<file path="config.mk">
export PLATFORM = sky130hd
export DESIGN_NAME = status_bank
export DESIGN_NICKNAME = d
export VERILOG_FILES = /design/src/rtl/status_bank_pkg.sv /design/src/rtl/status_bank.sv
export SDC_FILE = /design/constraint.sdc
export NUM_CORES = 1
export LEC_CHECK = 0
export ABC_AREA = 1
export BUFFER_PORTS_ARGS = -buffer_cell sky130_fd_sc_hd__buf_2
export CAP_MARGIN = 5
export CORE_UTILIZATION = 45
export CTS_CLUSTER_DIAMETER = 100
export CTS_CLUSTER_SIZE = 30
export DETAILED_ROUTE_END_ITERATION = 7
export PLACE_DENSITY = 0.72
export SLEW_MARGIN = 20
export SYNTH_ARGS = -nofsm -noshare
export SYNTH_HDL_FRONTEND = slang
export SYNTH_SLANG_ARGS = --single-unit
export TNS_END_PERCENT = 50
</file>
<file path="constraint.sdc">
create_clock -name clk_sys -period 9.1 [get_ports clk_sys]
set_clock_uncertainty 0.1 [all_clocks]
set_input_delay 1.365 -clock clk_sys [delete_from_list [all_inputs] [get_ports clk_sys]]
set_output_delay 1.365 -clock clk_sys [all_outputs]
set_load 0.02 [all_outputs]
</file>
<file path="src/rtl/status_bank_pkg.sv">
// Package for the controller status register bank: word indices, alarm bit
// positions, own register offsets and the two input carrier structs.
// Assumes a 32-bit AHB-Lite slave with each 16-bit word in its own aligned word.
package status_bank_pkg;

  // Printed word indices; byte address is four times the index
  localparam logic [15:0] IDX_ALARM_SUMMARY = 16'h3800;
  localparam logic [15:0] IDX_DISCRETE_OUTPUT_STATE = 16'h3801;
  localparam logic [15:0] IDX_DISCRETE_INPUT_STATE = 16'h3802;
  localparam logic [15:0] IDX_RUN_STATE = 16'h3810;
  localparam logic [15:0] IDX_AUTO_MANUAL_STATE = 16'h3811;
  localparam logic [15:0] IDX_AUTOTUNE_STATE = 16'h3812;
  localparam logic [15:0] IDX_RESERVED_STATUS_A = 16'h3813;
  localparam logic [15:0] IDX_PROCESS_VALUE = 16'h3814;
  localparam logic [15:0] IDX_TARGET_VALUE = 16'h3815;
  localparam logic [15:0] IDX_OUTPUT_VALUE = 16'h3816;
  localparam logic [15:0] IDX_RESERVED_STATUS_B = 16'h3850;
  localparam logic [15:0] IDX_RESERVED_STATUS_C = 16'h3851;
  localparam logic [15:0] IDX_LOAD_CURRENT_FIRST = 16'h3852;
  localparam logic [15:0] IDX_LOAD_CURRENT_SECOND = 16'h3853;
  localparam logic [15:0] IDX_HEATING_OUTPUT = 16'h3854;
  localparam logic [15:0] IDX_COOLING_OUTPUT = 16'h3855;

  // EEPROM-space copy sits this far above the RAM index
  localparam logic [15:0] IDX_EEPROM_OFFSET = 16'h4000;

  // Interrupt registers (word indices)
  localparam logic [15:0] IDX_IRQ_STATUS = 16'h3F00;
  localparam logic [15:0] IDX_IRQ_MASK = 16'h3F01;

  // Alarm summary bit positions
  localparam int BIT_PV_ERROR = 0;
  localparam int BIT_CT_ERROR = 2;
  localparam int BIT_INIT_ERROR = 8;
  localparam int BIT_AD_ERROR = 12;
  localparam int BIT_SETTING_ERROR = 13;
  localparam int BIT_ADJUST_ERROR = 14;
  localparam logic [15:0] ALARM_DEFINED_MASK = 16'h7105;

  localparam logic [15:0] WORD_RESET = 16'h0000;
  localparam logic [15:0] RESERVED_READ = 16'h0000;
  localparam logic [1:0] HTRANS_NONSEQ = 2'b10;
  localparam logic [1:0] HRESP_OKAY = 2'b00;
  localparam int ADDR_LSB = 2;

  // Error causes from the controller core
  typedef struct packed {
    logic adjust_error;
    logic setting_error;
    logic ad_error;
    logic init_error;
    logic ct_error;
    logic pv_error;
  } alarm_causes_t;

  // Live operating values from the controller core
  typedef struct packed {
    logic [15:0] do_word_9205;
    logic [15:0] di_word_9206;
    logic [15:0] run_state;
    logic [15:0] auto_manual_state;
    logic [15:0] autotune_state;
    logic [15:0] process_value;
    logic [15:0] target_value;
    logic [15:0] output_value;
    logic [15:0] ct1_word_9110;
    logic [15:0] ct2_word_9111;
    logic [15:0] heat_word_9106;
    logic [15:0] cool_word_9107;
  } process_words_t;

endpackage : status_bank_pkg

</file>
<file path="src/rtl/status_bank.sv">
// Status bank of a single-loop controller on AHB-Lite; read-only except the interrupt status and mask registers.
// Assumes one master, single word transfers, inputs synchronous to clk_sys.
//
// Register access over AHB-Lite is this design's own decision.
`timescale 1ns/1ps
`default_nettype none

module status_bank
  import status_bank_pkg::*;
#(
  parameter int ADDR_W = 32
) (
  input wire logic clk_sys,
  input wire logic reset,
  input wire logic clk_en,
  input wire logic hsel,
  input wire logic [ADDR_W-1:0] haddr,
  input wire logic [1:0] htrans,
  input wire logic hwrite,
  input wire logic [2:0] hsize,
  input wire logic [31:0] hwdata,
  input wire logic hready,
  output logic [31:0] hrdata,
  output logic hreadyout,
  output logic hresp,
  input wire alarm_causes_t alarm_causes,
  input wire process_words_t process_words,
  output logic irq
);

  ////////////////////////////////////////////////////////////////////////////
  // Snapshot of live words, so a read returns one coherent value

  logic [15:0] alarm_q, alarm_d;
  process_words_t words_q, words_d;

  always_comb begin
    alarm_d = WORD_RESET;
    alarm_d[BIT_PV_ERROR] = alarm_causes.pv_error;
    alarm_d[BIT_CT_ERROR] = alarm_causes.ct_error;
    alarm_d[BIT_INIT_ERROR] = alarm_causes.init_error;
    alarm_d[BIT_AD_ERROR] = alarm_causes.ad_error;
    alarm_d[BIT_SETTING_ERROR] = alarm_causes.setting_error;
    alarm_d[BIT_ADJUST_ERROR] = alarm_causes.adjust_error;
    alarm_d = alarm_d & ALARM_DEFINED_MASK;
    words_d = process_words;
  end

  always_ff @(posedge clk_sys or posedge reset) begin
    if (reset) begin
      alarm_q <= WORD_RESET;
      words_q <= '0;
    end else if (clk_en) begin
      alarm_q <= alarm_d;
      words_q <= words_d;
    end
  end

  ////////////////////////////////////////////////////////////////////////////
  // Interrupts: a rising alarm bit sets a sticky status bit

  logic [15:0] irq_status_q, irq_status_d;
  logic [15:0] irq_mask_q, irq_mask_d;

  ////////////////////////////////////////////////////////////////////////////
  // AHB-Lite address phase capture; data phase answers next cycle, no waits

  logic wr_pend_q, wr_pend_d;
  logic rd_pend_q, rd_pend_d;
  logic [15:0] idx_q, idx_d;
  logic [31:0] hrdata_q, hrdata_d;
  logic [15:0] addr_idx;
  logic [15:0] ram_idx;
  logic take;
  logic [15:0] rd_word;

  assign addr_idx = haddr[ADDR_LSB +: 16];
  assign take = hsel && hready && htrans[1];

  // Fold EEPROM space onto RAM space
  always_comb begin
    ram_idx = addr_idx;
    if (addr_idx >= IDX_EEPROM_OFFSET) begin
      ram_idx = addr_idx - IDX_EEPROM_OFFSET;
    end
  end

  always_comb begin
    case (ram_idx)
      IDX_ALARM_SUMMARY: rd_word = alarm_q;
      IDX_DISCRETE_OUTPUT_STATE: rd_word = words_q.do_word_9205;
      IDX_DISCRETE_INPUT_STATE: rd_word = words_q.di_word_9206;
      IDX_RUN_STATE: rd_word = words_q.run_state;
      IDX_AUTO_MANUAL_STATE: rd_word = words_q.auto_manual_state;
      IDX_AUTOTUNE_STATE: rd_word = words_q.autotune_state;
      IDX_PROCESS_VALUE: rd_word = words_q.process_value;
      IDX_TARGET_VALUE: rd_word = words_q.target_value;
      IDX_OUTPUT_VALUE: rd_word = words_q.output_value;
      IDX_LOAD_CURRENT_FIRST: rd_word = words_q.ct1_word_9110;
      IDX_LOAD_CURRENT_SECOND: rd_word = words_q.ct2_word_9111;
      IDX_HEATING_OUTPUT: rd_word = words_q.heat_word_9106;
      IDX_COOLING_OUTPUT: rd_word = words_q.cool_word_9107;
      IDX_IRQ_STATUS: rd_word = irq_status_q;
      IDX_IRQ_MASK: rd_word = irq_mask_q;
      default: rd_word = RESERVED_READ;
    endcase
  end

  always_comb begin
    wr_pend_d = take && hwrite;
    rd_pend_d = take && !hwrite;
    idx_d = take ? addr_idx : idx_q;
    hrdata_d = hrdata_q;
    if (take && !hwrite) begin
      hrdata_d = {16'h0000, rd_word};
    end
  end

  always_ff @(posedge clk_sys or posedge reset) begin
    if (reset) begin
      wr_pend_q <= 1'b0;
      rd_pend_q <= 1'b0;
      idx_q <= 16'h0000;
      hrdata_q <= 32'h0000_0000;
    end else if (clk_en) begin
      wr_pend_q <= wr_pend_d;
      rd_pend_q <= rd_pend_d;
      idx_q <= idx_d;
      hrdata_q <= hrdata_d;
    end
  end

  // Only the interrupt registers accept data; status words drop writes
  logic wr_status;
  logic wr_mask;
  assign wr_status = wr_pend_q && (idx_q == IDX_IRQ_STATUS);
  assign wr_mask = wr_pend_q && (idx_q == IDX_IRQ_MASK);

  always_comb begin
    irq_mask_d = irq_mask_q;
    if (wr_mask) begin
      irq_mask_d = hwdata[15:0];
    end
    irq_status_d = irq_status_q;
    if (wr_status) begin
      irq_status_d = irq_status_q & ~hwdata[15:0];
    end
    // New events win over a simultaneous clear
    irq_status_d = irq_status_d | (alarm_d & ~alarm_q);
  end

  always_ff @(posedge clk_sys or posedge reset) begin
    if (reset) begin
      irq_status_q <= WORD_RESET;
      irq_mask_q <= WORD_RESET;
    end else if (clk_en) begin
      irq_status_q <= irq_status_d;
      irq_mask_q <= irq_mask_d;
    end
  end

  assign irq = |(irq_status_q & irq_mask_q);
  assign hrdata = hrdata_q;
  assign hreadyout = 1'b1;
  assign hresp = HRESP_OKAY[0];

endmodule : status_bank

`default_nettype wire

</file>
Yosys cells after proc, flatten, opt, wreduce, memory -nomap -nowiden:

Index checks and enable logic that the tools add are counted.

* memories kept: 0
* latch bits: 0
* output and inout bits: 35
* input bits: 273
* memory bits (read-only): 0
* bits in registers: 263
* RAM bits: 0

* order comparisons: 1
* add/subtract/negate cells: 1
* mux-type cells: 3
* shifts and indexed selects: 0
* multiply operators: 0
* eq/ne operators: 17
* reduce and logical (&&, ||, !) cells: 11
* bitwise operators: 6
* divide/modulo/power cells: 0

Operators by type and width (number)
* 16-bit by 14-bit == test with 1-bit output, second input constant: 17
* 16-bit one-hot mux with 15 select lines: 1
* 16-bit AND: 2
* 16-bit 2-to-1 mux: 2
* 15-bit by 16-bit AND with 16-bit output: 1
* 16-bit by 15-bit >= comparator with 1-bit output, second input constant: 1
* 15-bit NOT with 16-bit output: 1
* 16-bit NOT: 1
* 16-bit bitwise OR: 1
* 16-bit OR reduction: 1
* 16-bit by 15-bit subtractor with 16-bit output, second input constant: 1
* 1-bit logical AND: 6
* 2-bit AND reduction: 3
* 1-bit zero test: 1

Logic depth before layout (Yosys ltp):

Gate-level depths: netlist (run 1).

* word-level depth: 4
* gate-level depth with buffers: 14
* mapped depth without buffers: 12

Worst setup path after synthesis (run 1):

Ideal clock, no wire load.

* path kind: input -> register
* start: in clk_en
* end: reg words_q[10] (netlist bit)
* arrival: 2397 ps
* stages on the path: 4
* setup slack: 6478 ps
* buffers on the path: 3
* cells stage by stage: buf_2 > clkbuf_1 > buf_2 > mux2_2

RTL lines
* from (decl): line status_bank.sv:15 `input wire logic clk_en,`
* to (signal assigned): line status_bank.sv:55 `words_q <= words_d;`
* to (decl): line status_bank.sv:35 `process_words_t words_q, words_d;`

No word-level cell between the ends.

Worst setup path in the final report (run 1):

* start: in haddr[17]
* end: reg hrdata_q[3] (netlist: hrdata[3])

* longest elaborated chain between the ends: 4
* elaborated cells on any way between the ends: 19
* classes of those cells: add/sub: 1; order compare: 1; eq/ne: 15; mux: 2

RTL lines
* from (decl): line status_bank.sv:17 `input wire logic [ADDR_W-1:0] haddr,`
* 16-bit by 15-bit subtractor with 16-bit output / 16-bit by 15-bit >= comparator with 1-bit output (equally long branches): line status_bank.sv:84, status_bank.sv:83
* 16-bit 2-to-1 mux *: line status_bank.sv:83 `if (addr_idx >= IDX_EEPROM_OFFSET) begin`
* 16-bit by 14-bit == test with 1-bit output: line status_bank.sv:89 `case (ram_idx)`
* 16-bit one-hot mux with 15 select lines *: line status_bank.sv:89
* to (signal assigned): line status_bank.sv:129 `hrdata_q <= hrdata_d;`
* to (decl): line status_bank.sv:71 `logic [31:0] hrdata_q, hrdata_d;`

Every way passes the cells marked *; elsewhere a longest branch is shown, timed or not.
A chain may end at the register's enable or synchronous reset.

==> flow_metrics.py, run 1 <==
metrics = {
    "synth": {
        "synth_cells": 1357,
        "ys_seq_area_frac": 0.513,
        "syn-cell-area_um2": 12800,
        "ys_ff_latch": 263,
        "async_reset_ff_frac": 1.00,
        "synth-compound-area-share": 0.0231,
        "synth_adder_area_share": 0,
        "synth.area.mux_share": 0.168,
        "yosys_warnings": 0,
        "ys_types": 24,
        "synth_xor_area_frac": 0,
        "synth_edf_count": 0,
        "synth_area_leaders": "dfrtp_1 (51%), mux2_2 (17%), nand2_1 (9.2%), nand3_1 (8.5%), inv_1 (4.2%)",
        "yosys.area_share.simple": 0.213,
        "yosys.area.top_type": "dfrtp_1",
        "synth_top_family_by_area": "simple AND/OR/NAND/NOR gates",
        "synth_area_per_cell_um2": 9.46,
        "synth-main-ff-cell": "dfrtp_1",
        "yosysMostFrequentCell": "nand2_1",
        "synthDominantCellAreaShare": 0.513,
        "synth_top_cells_by_count": "nand2_1 (314), dfrtp_1 (263), nand3_1 (218)",
    },
    "sta": {
        "hold_viol": 0,
        "tightest_slew_ns": 1.08,
        "timing.fmax_mhz": 260,
        "slew_viol_final": 0,
        "slew_headroom": 0.277,
        "fin_crit_sh": 0.423,
        "period_needed_ns": 3.85,
        "fin_tns_setup_ns": 0,
        "setup_viol_count_final": 0,
        "rsz0062_at_grt": "no",
    },
    "clock_network": {
        "cts_root_buf": "clkbuf_16",
        "cts_hold_buf": 0,
        "numCtsBuffers": 13,
        "cts_buffer_depth": 3,
        "cts_tree": "done",
        "path_clk_slew_ns": 0.11,
        "cts.htree.levels": 1,
        "clkSinkCount": 263,
        "clock_latency_ns": 0.49,
        "ctsResizeCount": 0,
        "cts_setup_buffers": 0,
    },
    "die": {
        "die_h_um": 171,
        "die_w_um": 171,
        "rows": 61,
        "die-area_um2": 29200,
        "initial_utilization": 0.459,
        "io_pins": 308,
        "core_um2": 27900,
    },
    "setup_path": {
        "crit_top_cell": "nand2_1",
        "crit_arrival_ns": 4.19,
        "cp-end-kind": "register",
        "cp_max_fo": 67,
        "cp.depth": 12,
        "path_buf_inv": 3,
        "slowest_stage": "nor2_4",
        "worstSetupStartpoint": "haddr[17]",
        "slowest_delay_ns": 0.77,
        "r2r-start": "idx_q[1]",
        "cp_cell_sequence": "buf_2 -> inv_1 -> nand3_1 -> nor2_4 -> buf_4 -> and2_1 -> nand2_1 -> nand2_1 -> nor2_1 -> nand2_1 -> nand2_1 -> nand2_1",
        "critPathLaunchType": "input port",
        "critical_path_class": "in2reg",
        "crit_end": "hrdata[3]",
        "r2r_slack_ns": 6.86,
        "rr_endpoint": "irq_status_q[13]",
        "rr_worst_depth": 6,
        "critPathTopFamily": "simple AND/OR/NAND/NOR gates",
        "cp.required_ns": 9.44,
    },
    "routing": {
        "ant_nets": 0,
        "drc": 0,
        "dr.pass1.iters": 5,
        "drt_iter0_drc": 776,
        "wl_per_cell_um": 17.5,
        "num_vias": 9906,
        "vias_per_cell": 5.08,
        "route.final.wire_length_um": 34100,
    },
    "global_route": {
        "use_met2": 0.382,
        "grt_max_degree": 137,
        "grt_pass1_wl_um": 52600,
        "antenna_found_initial": 10,
        "grtUsageMet3": 0.0483,
        "grt_util_met1": 0.320,
        "grt_pass1_vias": 9650,
        "grt_overflow": 0,
        "grt_util_all_layers": 0.236,
        "busiest_layer": "met2",
    },
    "placement": {
        "io_buffers": 253,
        "hpwl_um": 24400,
        "routabilityCongestion": 0.836,
    },
    "power_and_ir_drop": {
        "leakage_nw": 7.38,
        "power.density_nw_per_um2": 152,
        "max-vdd-ir-drop_uv": 158,
    },
    "layout": {
        "synthToLayoutAreaGrowth_pct": 13.8,
        "finalNetCount": 1832,
        "final.fill_count": 2613,
        "final_layout_size_suffix_gt1_frac": 0.319,
        "postLayoutCoreUtil": 0.523,
    },
    "outcome": {
        "status": "finished, final reports clean",
    },
    "job": {
        "cap_viol_max_count": 0,
    },
    "min_path": {
        "min_path_type": "reg2reg",
    },
}
[worst min path at each step]
stage / startpoint / end / slack, ns / cells after the start
floorplan: idx_q[15] / idx_q[15] / 0.34 / 2
global placement: hrdata[14] / hrdata[14] / 0.36 / 2
detailed placement: hrdata[2] / hrdata[2] / 0.36 / 2
CTS: hrdata[2] / hrdata[2] / 0.39 / 2
global route: hrdata[15] / hrdata[15] / 0.41 / 2
finish: hrdata[8] / hrdata[8] / 0.38 / 2
[sequential cells by signal (all words and copies together), names as in the netlist]
signal / count
idx_q: 16
irq_status_q: 16
wr_pend_q: 1
irq_mask_q: 16
alarm_q: 6
hrdata: 16
words_q: 192
[kinds of logic (layout without fill, tap and decap cells)]
group / after synthesis / after routing
compound gates: 57 / 57
buf+inv: 233 / 422
flops: 263 / 263
mux: 192 / 192
other cells: 2 / 27
simple gates: 610 / 610
[power breakdown]
| group | internal [W] | total, W | switching [W] |
|---|---|---|---|
| combinational | 0.000124 | 0.000233 | 0.000110 |
| clock | 0.000271 | 0.000661 | 0.000389 |
| sequential | 0.00127 | 0.00132 | 0.0000543 |
| total | 0.00166 | 0.00222 | 0.000553 |
[stage by stage]
stage                     setup WS, ns  std cells  cell area [µm²]  power, W  hold slack [ns]
after floorplan                  0.395       1373            12900   0.00149            0.344
after global placement            4.76       1921            14200   0.00157            0.360
after detailed placement          4.71       1921            14200   0.00158            0.360
after CTS                         5.23       1939            14600   0.00225            0.389
after global routing              4.95       1947            14600   0.00232            0.410
final                             5.25       1949            14600   0.00222            0.385
[area by class of cell]
cell class,instances,area (µm²),share of cell area
Clock inverter,5,45.0,0.00308
Tap cell,378,473,0.0324
Antenna cell,9,22.5,0.00154
Sequential cell,263,6580,0.451
Timing Repair Buffer,259,1340,0.0915
Multi-Input combinational cell,877,5270,0.361
Inverter,145,552,0.0378
Clock buffer,13,325,0.0223
[worst min-delay path: cells and delay by family (launching register included)]
| family | cells | cell delay (ns) |
|---|---|---|
| simple gates | 2 | 0.10 |
| flops | 1 | 0.35 |
[placed cells by master, fill, tap and decap left out]
| master | instances |
|---|---|
| nor2_4 | 16 |
| clkbuf_16 | 13 |
| clkbuf_8 | 1 |
| mux2_2 | 192 |
| nand4_1 | 7 |
| nor2_1 | 41 |
| nor2_2 | 7 |
| nand2_4 | 1 |
| buf_6 | 1 |
| buf_12 | 1 |
| inv_8 | 2 |
| conb_1 | 18 |
| nand3_1 | 218 |
| nand2_1 | 314 |
| diode_2 | 9 |
| o21ai_0 | 54 |
| buf_4 | 4 |
| dfrtp_1 | 263 |
| buf_2 | 252 |
| nand3b_1 | 1 |
| a221oi_1 | 2 |
| inv_1 | 141 |
| nand2_2 | 2 |
| nor3_1 | 1 |
| clkinvlp_4 | 1 |
| and2_1 | 2 |
| clkinv_4 | 1 |
| a22o_1 | 1 |
| inv_2 | 3 |
| inv_6 | 2 |
[layer usage]
metal	vias to the layer above	part of all wire
li1	4764	-
met1	4778	0.43
met3	35	0.072
met4	0	0.027
met5	-	0
met2	329	0.47
No activity file was read; power rests on OpenSTA's default activity.
==> run 2, diff against run 1 <==
==> constraint.sdc (replaced) <==
create_clock -name clk_sys -period 3.5 [get_ports clk_sys]
set_clock_uncertainty 0.1 [all_clocks]
set_input_delay 0.525 -clock clk_sys [delete_from_list [all_inputs] [get_ports clk_sys]]
set_output_delay 0.525 -clock clk_sys [all_outputs]
set_load 0.02 [all_outputs]
==> flow_metrics.py, run 2 (synthesis gave the netlist of run 1 again) <==
metrics = {
    "global_route": {
        "grt_max_degree": 206,
        "grt_util_met1": 0.324,
        "grt_pass1_vias": 9736,
        "grtUsageMet3": 0.0525,
        "antenna_found_initial": 9,
        "grt_util_all_layers": 0.240,
        "grt_pass1_wl_um": 53300,
        "busiest_layer": "met2",
        "grt_overflow": 0,
        "use_met2": 0.383,
    },
    "layout": {
        "top_register": "words_q",
        "stdcell_count": 1963,
        "finalNetCount": 1849,
        "largest_reg_flops": 192,
        "final_layout_size_suffix_gt1_frac": 0.326,
        "layout_common_cells": "nand2_1 (314), dfrtp_1 (263), buf_2 (252)",
        "final_common_cell": "nand2_1",
        "final.fill_count": 2544,
        "synthToLayoutAreaGrowth_pct": 15.4,
        "postLayoutCoreUtil": 0.530,
    },
    "die": {
        "initial_utilization": 0.459,
        "io_pins": 308,
        "rows": 61,
        "die-area_um2": 29200,
        "core_um2": 27900,
        "die_w_um": 171,
        "die_h_um": 171,
    },
    "setup_path": {
        "slowest_delay_ns": 0.41,
        "r2r_slack_ns": 1.21,
        "crit_arrival_ns": 1.72,
        "cp-end-kind": "primary output",
        "critical_path_class": "reg2out",
        "cp_cell_sequence": "a22o_1 -> a221oi_1 -> nand3_1 -> buf_2",
        "slowest_stage": "dfrtp_1",
        "critPathLaunchType": "register",
        "cp_max_fo": 3,
        "cp.required_ns": 2.87,
    },
    "clock_network": {
        "cts_hold_buf": 1,
        "cts_buffer_depth": 3,
        "cts_root_buf": "clkbuf_16",
        "cts.htree.levels": 1,
        "ctsResizeCount": 0,
        "cts_tree": "done",
        "numCtsBuffers": 13,
        "path_clk_slew_ns": 0.12,
        "clock_latency_ns": 0.49,
        "clkSinkCount": 263,
        "cts_setup_buffers": 0,
    },
    "power_and_ir_drop": {
        "totalPowerFinal_w": 0.00579,
        "leakage_nw": 7.49,
        "max-vdd-ir-drop_uv": 382,
        "power.density_nw_per_um2": 391,
    },
    "placement": {
        "hpwl_um": 25000,
        "routabilityCongestion": 0.832,
        "io_buffers": 253,
        "dp.cells": 1938,
    },
    "sta": {
        "rsz0062_at_grt": "no",
        "tightest_slew_ns": 1.24,
        "period_needed_ns": 2.35,
        "slew_viol_final": 0,
        "slew_headroom": 0.173,
        "fin_crit_sh": 0.670,
        "timing.fmax_mhz": 426,
        "hold_viol": 0,
        "setup_viol_count_final": 0,
    },
    "min_path": {
        "min_path_type": "in2reg",
    },
    "routing": {
        "vias_per_cell": 5.08,
        "ant_nets": 0,
        "dr.pass1.iters": 6,
        "drt_iter0_drc": 678,
        "drc": 0,
        "route.final.wire_length_um": 34600,
        "num_vias": 9972,
        "wl_per_cell_um": 17.6,
    },
    "outcome": {
        "status": "finished, final reports clean",
    },
    "job": {
        "cap_viol_max_count": 0,
    },
}
-- run 2: cell count changes in the layout (fill, tap and decap cells not counted) --
cell	delta
buf_12	+7
buf_4	+10
buf_6	-1
clkinv_2	+1
clkinv_8	+1
clkinvlp_4	+1
diode_2	-3
dlygate4sd3_1	+1
inv_6	-2
inv_8	-1
nor2_2	+1
nor2_4	-1
-- run 2: power breakdown --
group          leakage [nW]  switching (W)  internal (W)
Clock                 0.181        0.00102      0.000705
Combinational          4.13       0.000290      0.000340
Sequential             3.17       0.000140       0.00330
Total                  7.49        0.00145       0.00434
-- run 2: final timing paths --
kind,startpoint,to,cells past startpoint
hold reg to reg,hrdata[9],hrdata[9],2
max in group asynchronous,reset,words_q[149],5
hold / removal,process_words[184],words_q[184],2
min in group asynchronous,reset,words_q[41],3
setup / recovery,irq_status_q[10],irq,4
setup reg to reg,idx_q[1],irq_status_q[0],6
-- run 2: worst max-delay path: cells and delay by family, from the launching register on --
kind	cells	cell delay, ns
AND/OR/NAND/NOR	1	0.16
AO/OA/AOI/OAI	2	0.47
buffers and inverters	1	0.19
flip-flops	1	0.41
-- run 2: layer usage --
| metal | vias up | part of all wire |
|---|---|---|
| met1 | 4793 | 0.44 |
| li1 | 4794 | - |
| met5 | - | 0.00072 |
| met3 | 54 | 0.074 |
| met2 | 327 | 0.46 |
| met4 | 4 | 0.033 |
-- run 2: final cells by class --
cell class	count	area, µm²	share of cell area
sequential	263	6580	0.445
multi-input combinational	877	5260	0.355
timing repair buffer	276	1550	0.105
inverter	145	548	0.0370
tap	378	473	0.0320
clock buffer	13	325	0.0220
clock inverter	5	48.8	0.00330
antenna	6	15.0	0.00101
-- run 2: through the flow --
step	hold WS (ns)	setup TNS [ns]	instance area (µm²)	setup slack [ns]
global route	0.128	0	14800	0.948
finish	0.153	0	14800	1.15
global placement	0.360	0	14400	1.06
CTS	0.130	0	14800	1.14
detailed placement	0.360	0	14400	1.08
floorplan	0.344	-156.36	12900	-0.595
==> run 3, diff against run 2 <==
--- a/config.mk
+++ b/config.mk
@@ -12,7 +12,7 @@
 export CTS_CLUSTER_DIAMETER = 100
 export CTS_CLUSTER_SIZE = 30
 export DETAILED_ROUTE_END_ITERATION = 7
-export PLACE_DENSITY = 0.72
+export PLACE_DENSITY = 0.69
 export SLEW_MARGIN = 20
 export SYNTH_ARGS = -nofsm -noshare
 export SYNTH_HDL_FRONTEND = slang
==> constraint.sdc (replaced) <==
create_clock -name clk_sys -period 2.4 [get_ports clk_sys]
set_clock_uncertainty 0.1 [all_clocks]
set_input_delay 0.36 -clock clk_sys [delete_from_list [all_inputs] [get_ports clk_sys]]
set_output_delay 0.36 -clock clk_sys [all_outputs]
set_load 0.02 [all_outputs]
==> flow_metrics.py, run 3 (synthesis gave the netlist of run 1 again) <==
metrics = {
    "layout": {
        "stdcell_count": 2145,
        "synthToLayoutAreaGrowth_pct": 29.9,
        "final_layout_size_suffix_gt1_frac": 0.298,
        "finalNetCount": 2037,
        "final_common_cell": "nand2_1",
        "largest_reg_flops": 192,
        "fin_area_um2": 16700,
        "layout_common_cells": "nand2_1 (314), dfrtp_1 (263), buf_2 (252)",
        "top_register": "words_q",
    },
    "clock_network": {
        "path_clk_slew_ns": 0.11,
        "clock_latency_ns": 0.49,
        "cts_hold_buf": 175,
        "cts_root_buf": "clkbuf_16",
        "cts_buffer_depth": 3,
        "ctsResizeCount": 0,
        "numCtsBuffers": 13,
        "cts.htree.levels": 1,
        "cts_setup_buffers": 0,
        "cts_tree": "done",
        "clkSinkCount": 263,
    },
    "sta": {
        "timing.fmax_mhz": 460,
        "fin_crit_sh": 0.906,
        "slew_viol_final": 0,
        "rsz0062_at_grt": "no",
        "slew_headroom": 0.536,
        "tightest_slew_ns": 0.695,
        "setup_viol_count_final": 0,
        "hold_viol": 0,
        "period_needed_ns": 2.18,
    },
    "die": {
        "die_w_um": 171,
        "initial_utilization": 0.459,
        "core_um2": 27900,
        "die-area_um2": 29200,
        "io_pins": 308,
        "die_h_um": 171,
        "rows": 61,
    },
    "routing": {
        "dr.pass1.iters": 5,
        "route.final.wire_length_um": 37400,
        "ant_nets": 0,
        "drt_iter0_drc": 802,
        "drc": 0,
        "wl_per_cell_um": 17.4,
        "num_vias": 10900,
        "vias_per_cell": 5.06,
    },
    "setup_path": {
        "crit_end": "irq",
        "critical_path_class": "reg2out",
        "cp_max_fo": 3,
        "slowest_delay_ns": 0.41,
        "crit_arrival_ns": 1.72,
        "cp_cell_sequence": "a22o_1 -> a221oi_1 -> nand3_1 -> buf_2",
        "slowest_stage": "dfrtp_1",
        "rr_endpoint": "irq_status_q[2]",
        "path_buf_inv": 1,
        "r2r-start": "idx_q[1]",
        "critPathTopFamily": "compound AO/OA/AOI/OAI gates",
        "rr_worst_depth": 7,
        "critPathLaunchType": "register",
        "cp.required_ns": 1.94,
        "worstSetupStartpoint": "irq_status_q[10]",
        "cp-end-kind": "primary output",
        "r2r_slack_ns": 0.68,
        "cp.depth": 4,
    },
    "power_and_ir_drop": {
        "p_comb_frac": 0.132,
        "max-vdd-ir-drop_uv": 481,
        "pwr-share-seq": 0.574,
        "leakage_nw": 8.30,
        "power.density_nw_per_um2": 525,
        "sw_frac_of_total": 0.250,
        "p_int_w": 0.00656,
        "power_frac_clock": 0.294,
        "p_switching_w": 0.00219,
    },
    "outcome": {
        "status": "finished, final reports clean",
    },
    "global_route": {
        "grt_overflow": 0,
        "grt_pass1_wl_um": 57600,
        "antenna_found_initial": 2,
        "grt_max_degree": 87,
        "grt_util_all_layers": 0.257,
        "grt_pass1_vias": 10700,
    },
    "placement": {
        "io_buffers": 253,
        "routabilityCongestion": 0.818,
        "dp.cells": 1951,
        "hpwl_um": 25200,
        "placed_area_um2": 14500,
    },
    "job": {
        "cap_viol_max_count": 0,
    },
    "min_path": {
        "holdPathStages": 2,
        "min_path_type": "in2reg",
    },
}
[run 3: cell type report]
type                       count  area, µm²
antenna                        1       2.50
clock buffer                  14        339
clock inverter                 3       38.8
fill                        2379      11300
inverter                     145        548
multi-input combinational    877       5260
sequential                   263       6580
tap                          378        473
timing repair buffer         464       3420
[run 3: power groups by stage]
| stage | clock, W | sequential (W) | combinational, W |
|---|---|---|---|
| floorplan | 0 | 0.00504 | 0.000613 |
| global route | 0.00276 | 0.00507 | 0.00126 |
| CTS | 0.00265 | 0.00501 | 0.00115 |
| finish | 0.00257 | 0.00502 | 0.00115 |
| detailed placement | 0 | 0.00510 | 0.000921 |
| global placement | 0 | 0.00509 | 0.000896 |
[run 3: worst min-delay path by stage]
stage	to	from	slack, ns
after floorplan	idx_q[15]	idx_q[15]	0.34
final	words_q[136]	process_words[136]	0.005
after CTS	words_q[7]	process_words[7]	0.0002
after global placement	hrdata[15]	hrdata[15]	0.36
after global routing	words_q[179]	process_words[179]	0.002
after detailed placement	hrdata[9]	hrdata[9]	0.36
[run 3: metrics by stage]
step           hold WS (ns)  TNS (ns)  setup slack, ns   util  total power, W
4_1_cts            0.000158         0            0.174  0.596         0.00881
5_1_grt             0.00222         0            0.114  0.597         0.00910
3_5_place_dp          0.360         0            0.247  0.520         0.00602
2_1_floorplan         0.344   -402.27            -1.53      -         0.00566
3_3_place_gp          0.360         0            0.296  0.520         0.00598
6_report            0.00546         0            0.224  0.597         0.00874
[run 3: per-layer routing]
metal | global-route usage | vias to the layer above | wire length (µm)
li1 | - | 5159 | -
met1 | 0.344 | 5225 | 16100
met5 | 0 | - | 12
met4 | 0.0788 | 2 | 1110
met2 | 0.431 | 404 | 17900
met3 | 0.0347 | 63 | 2250
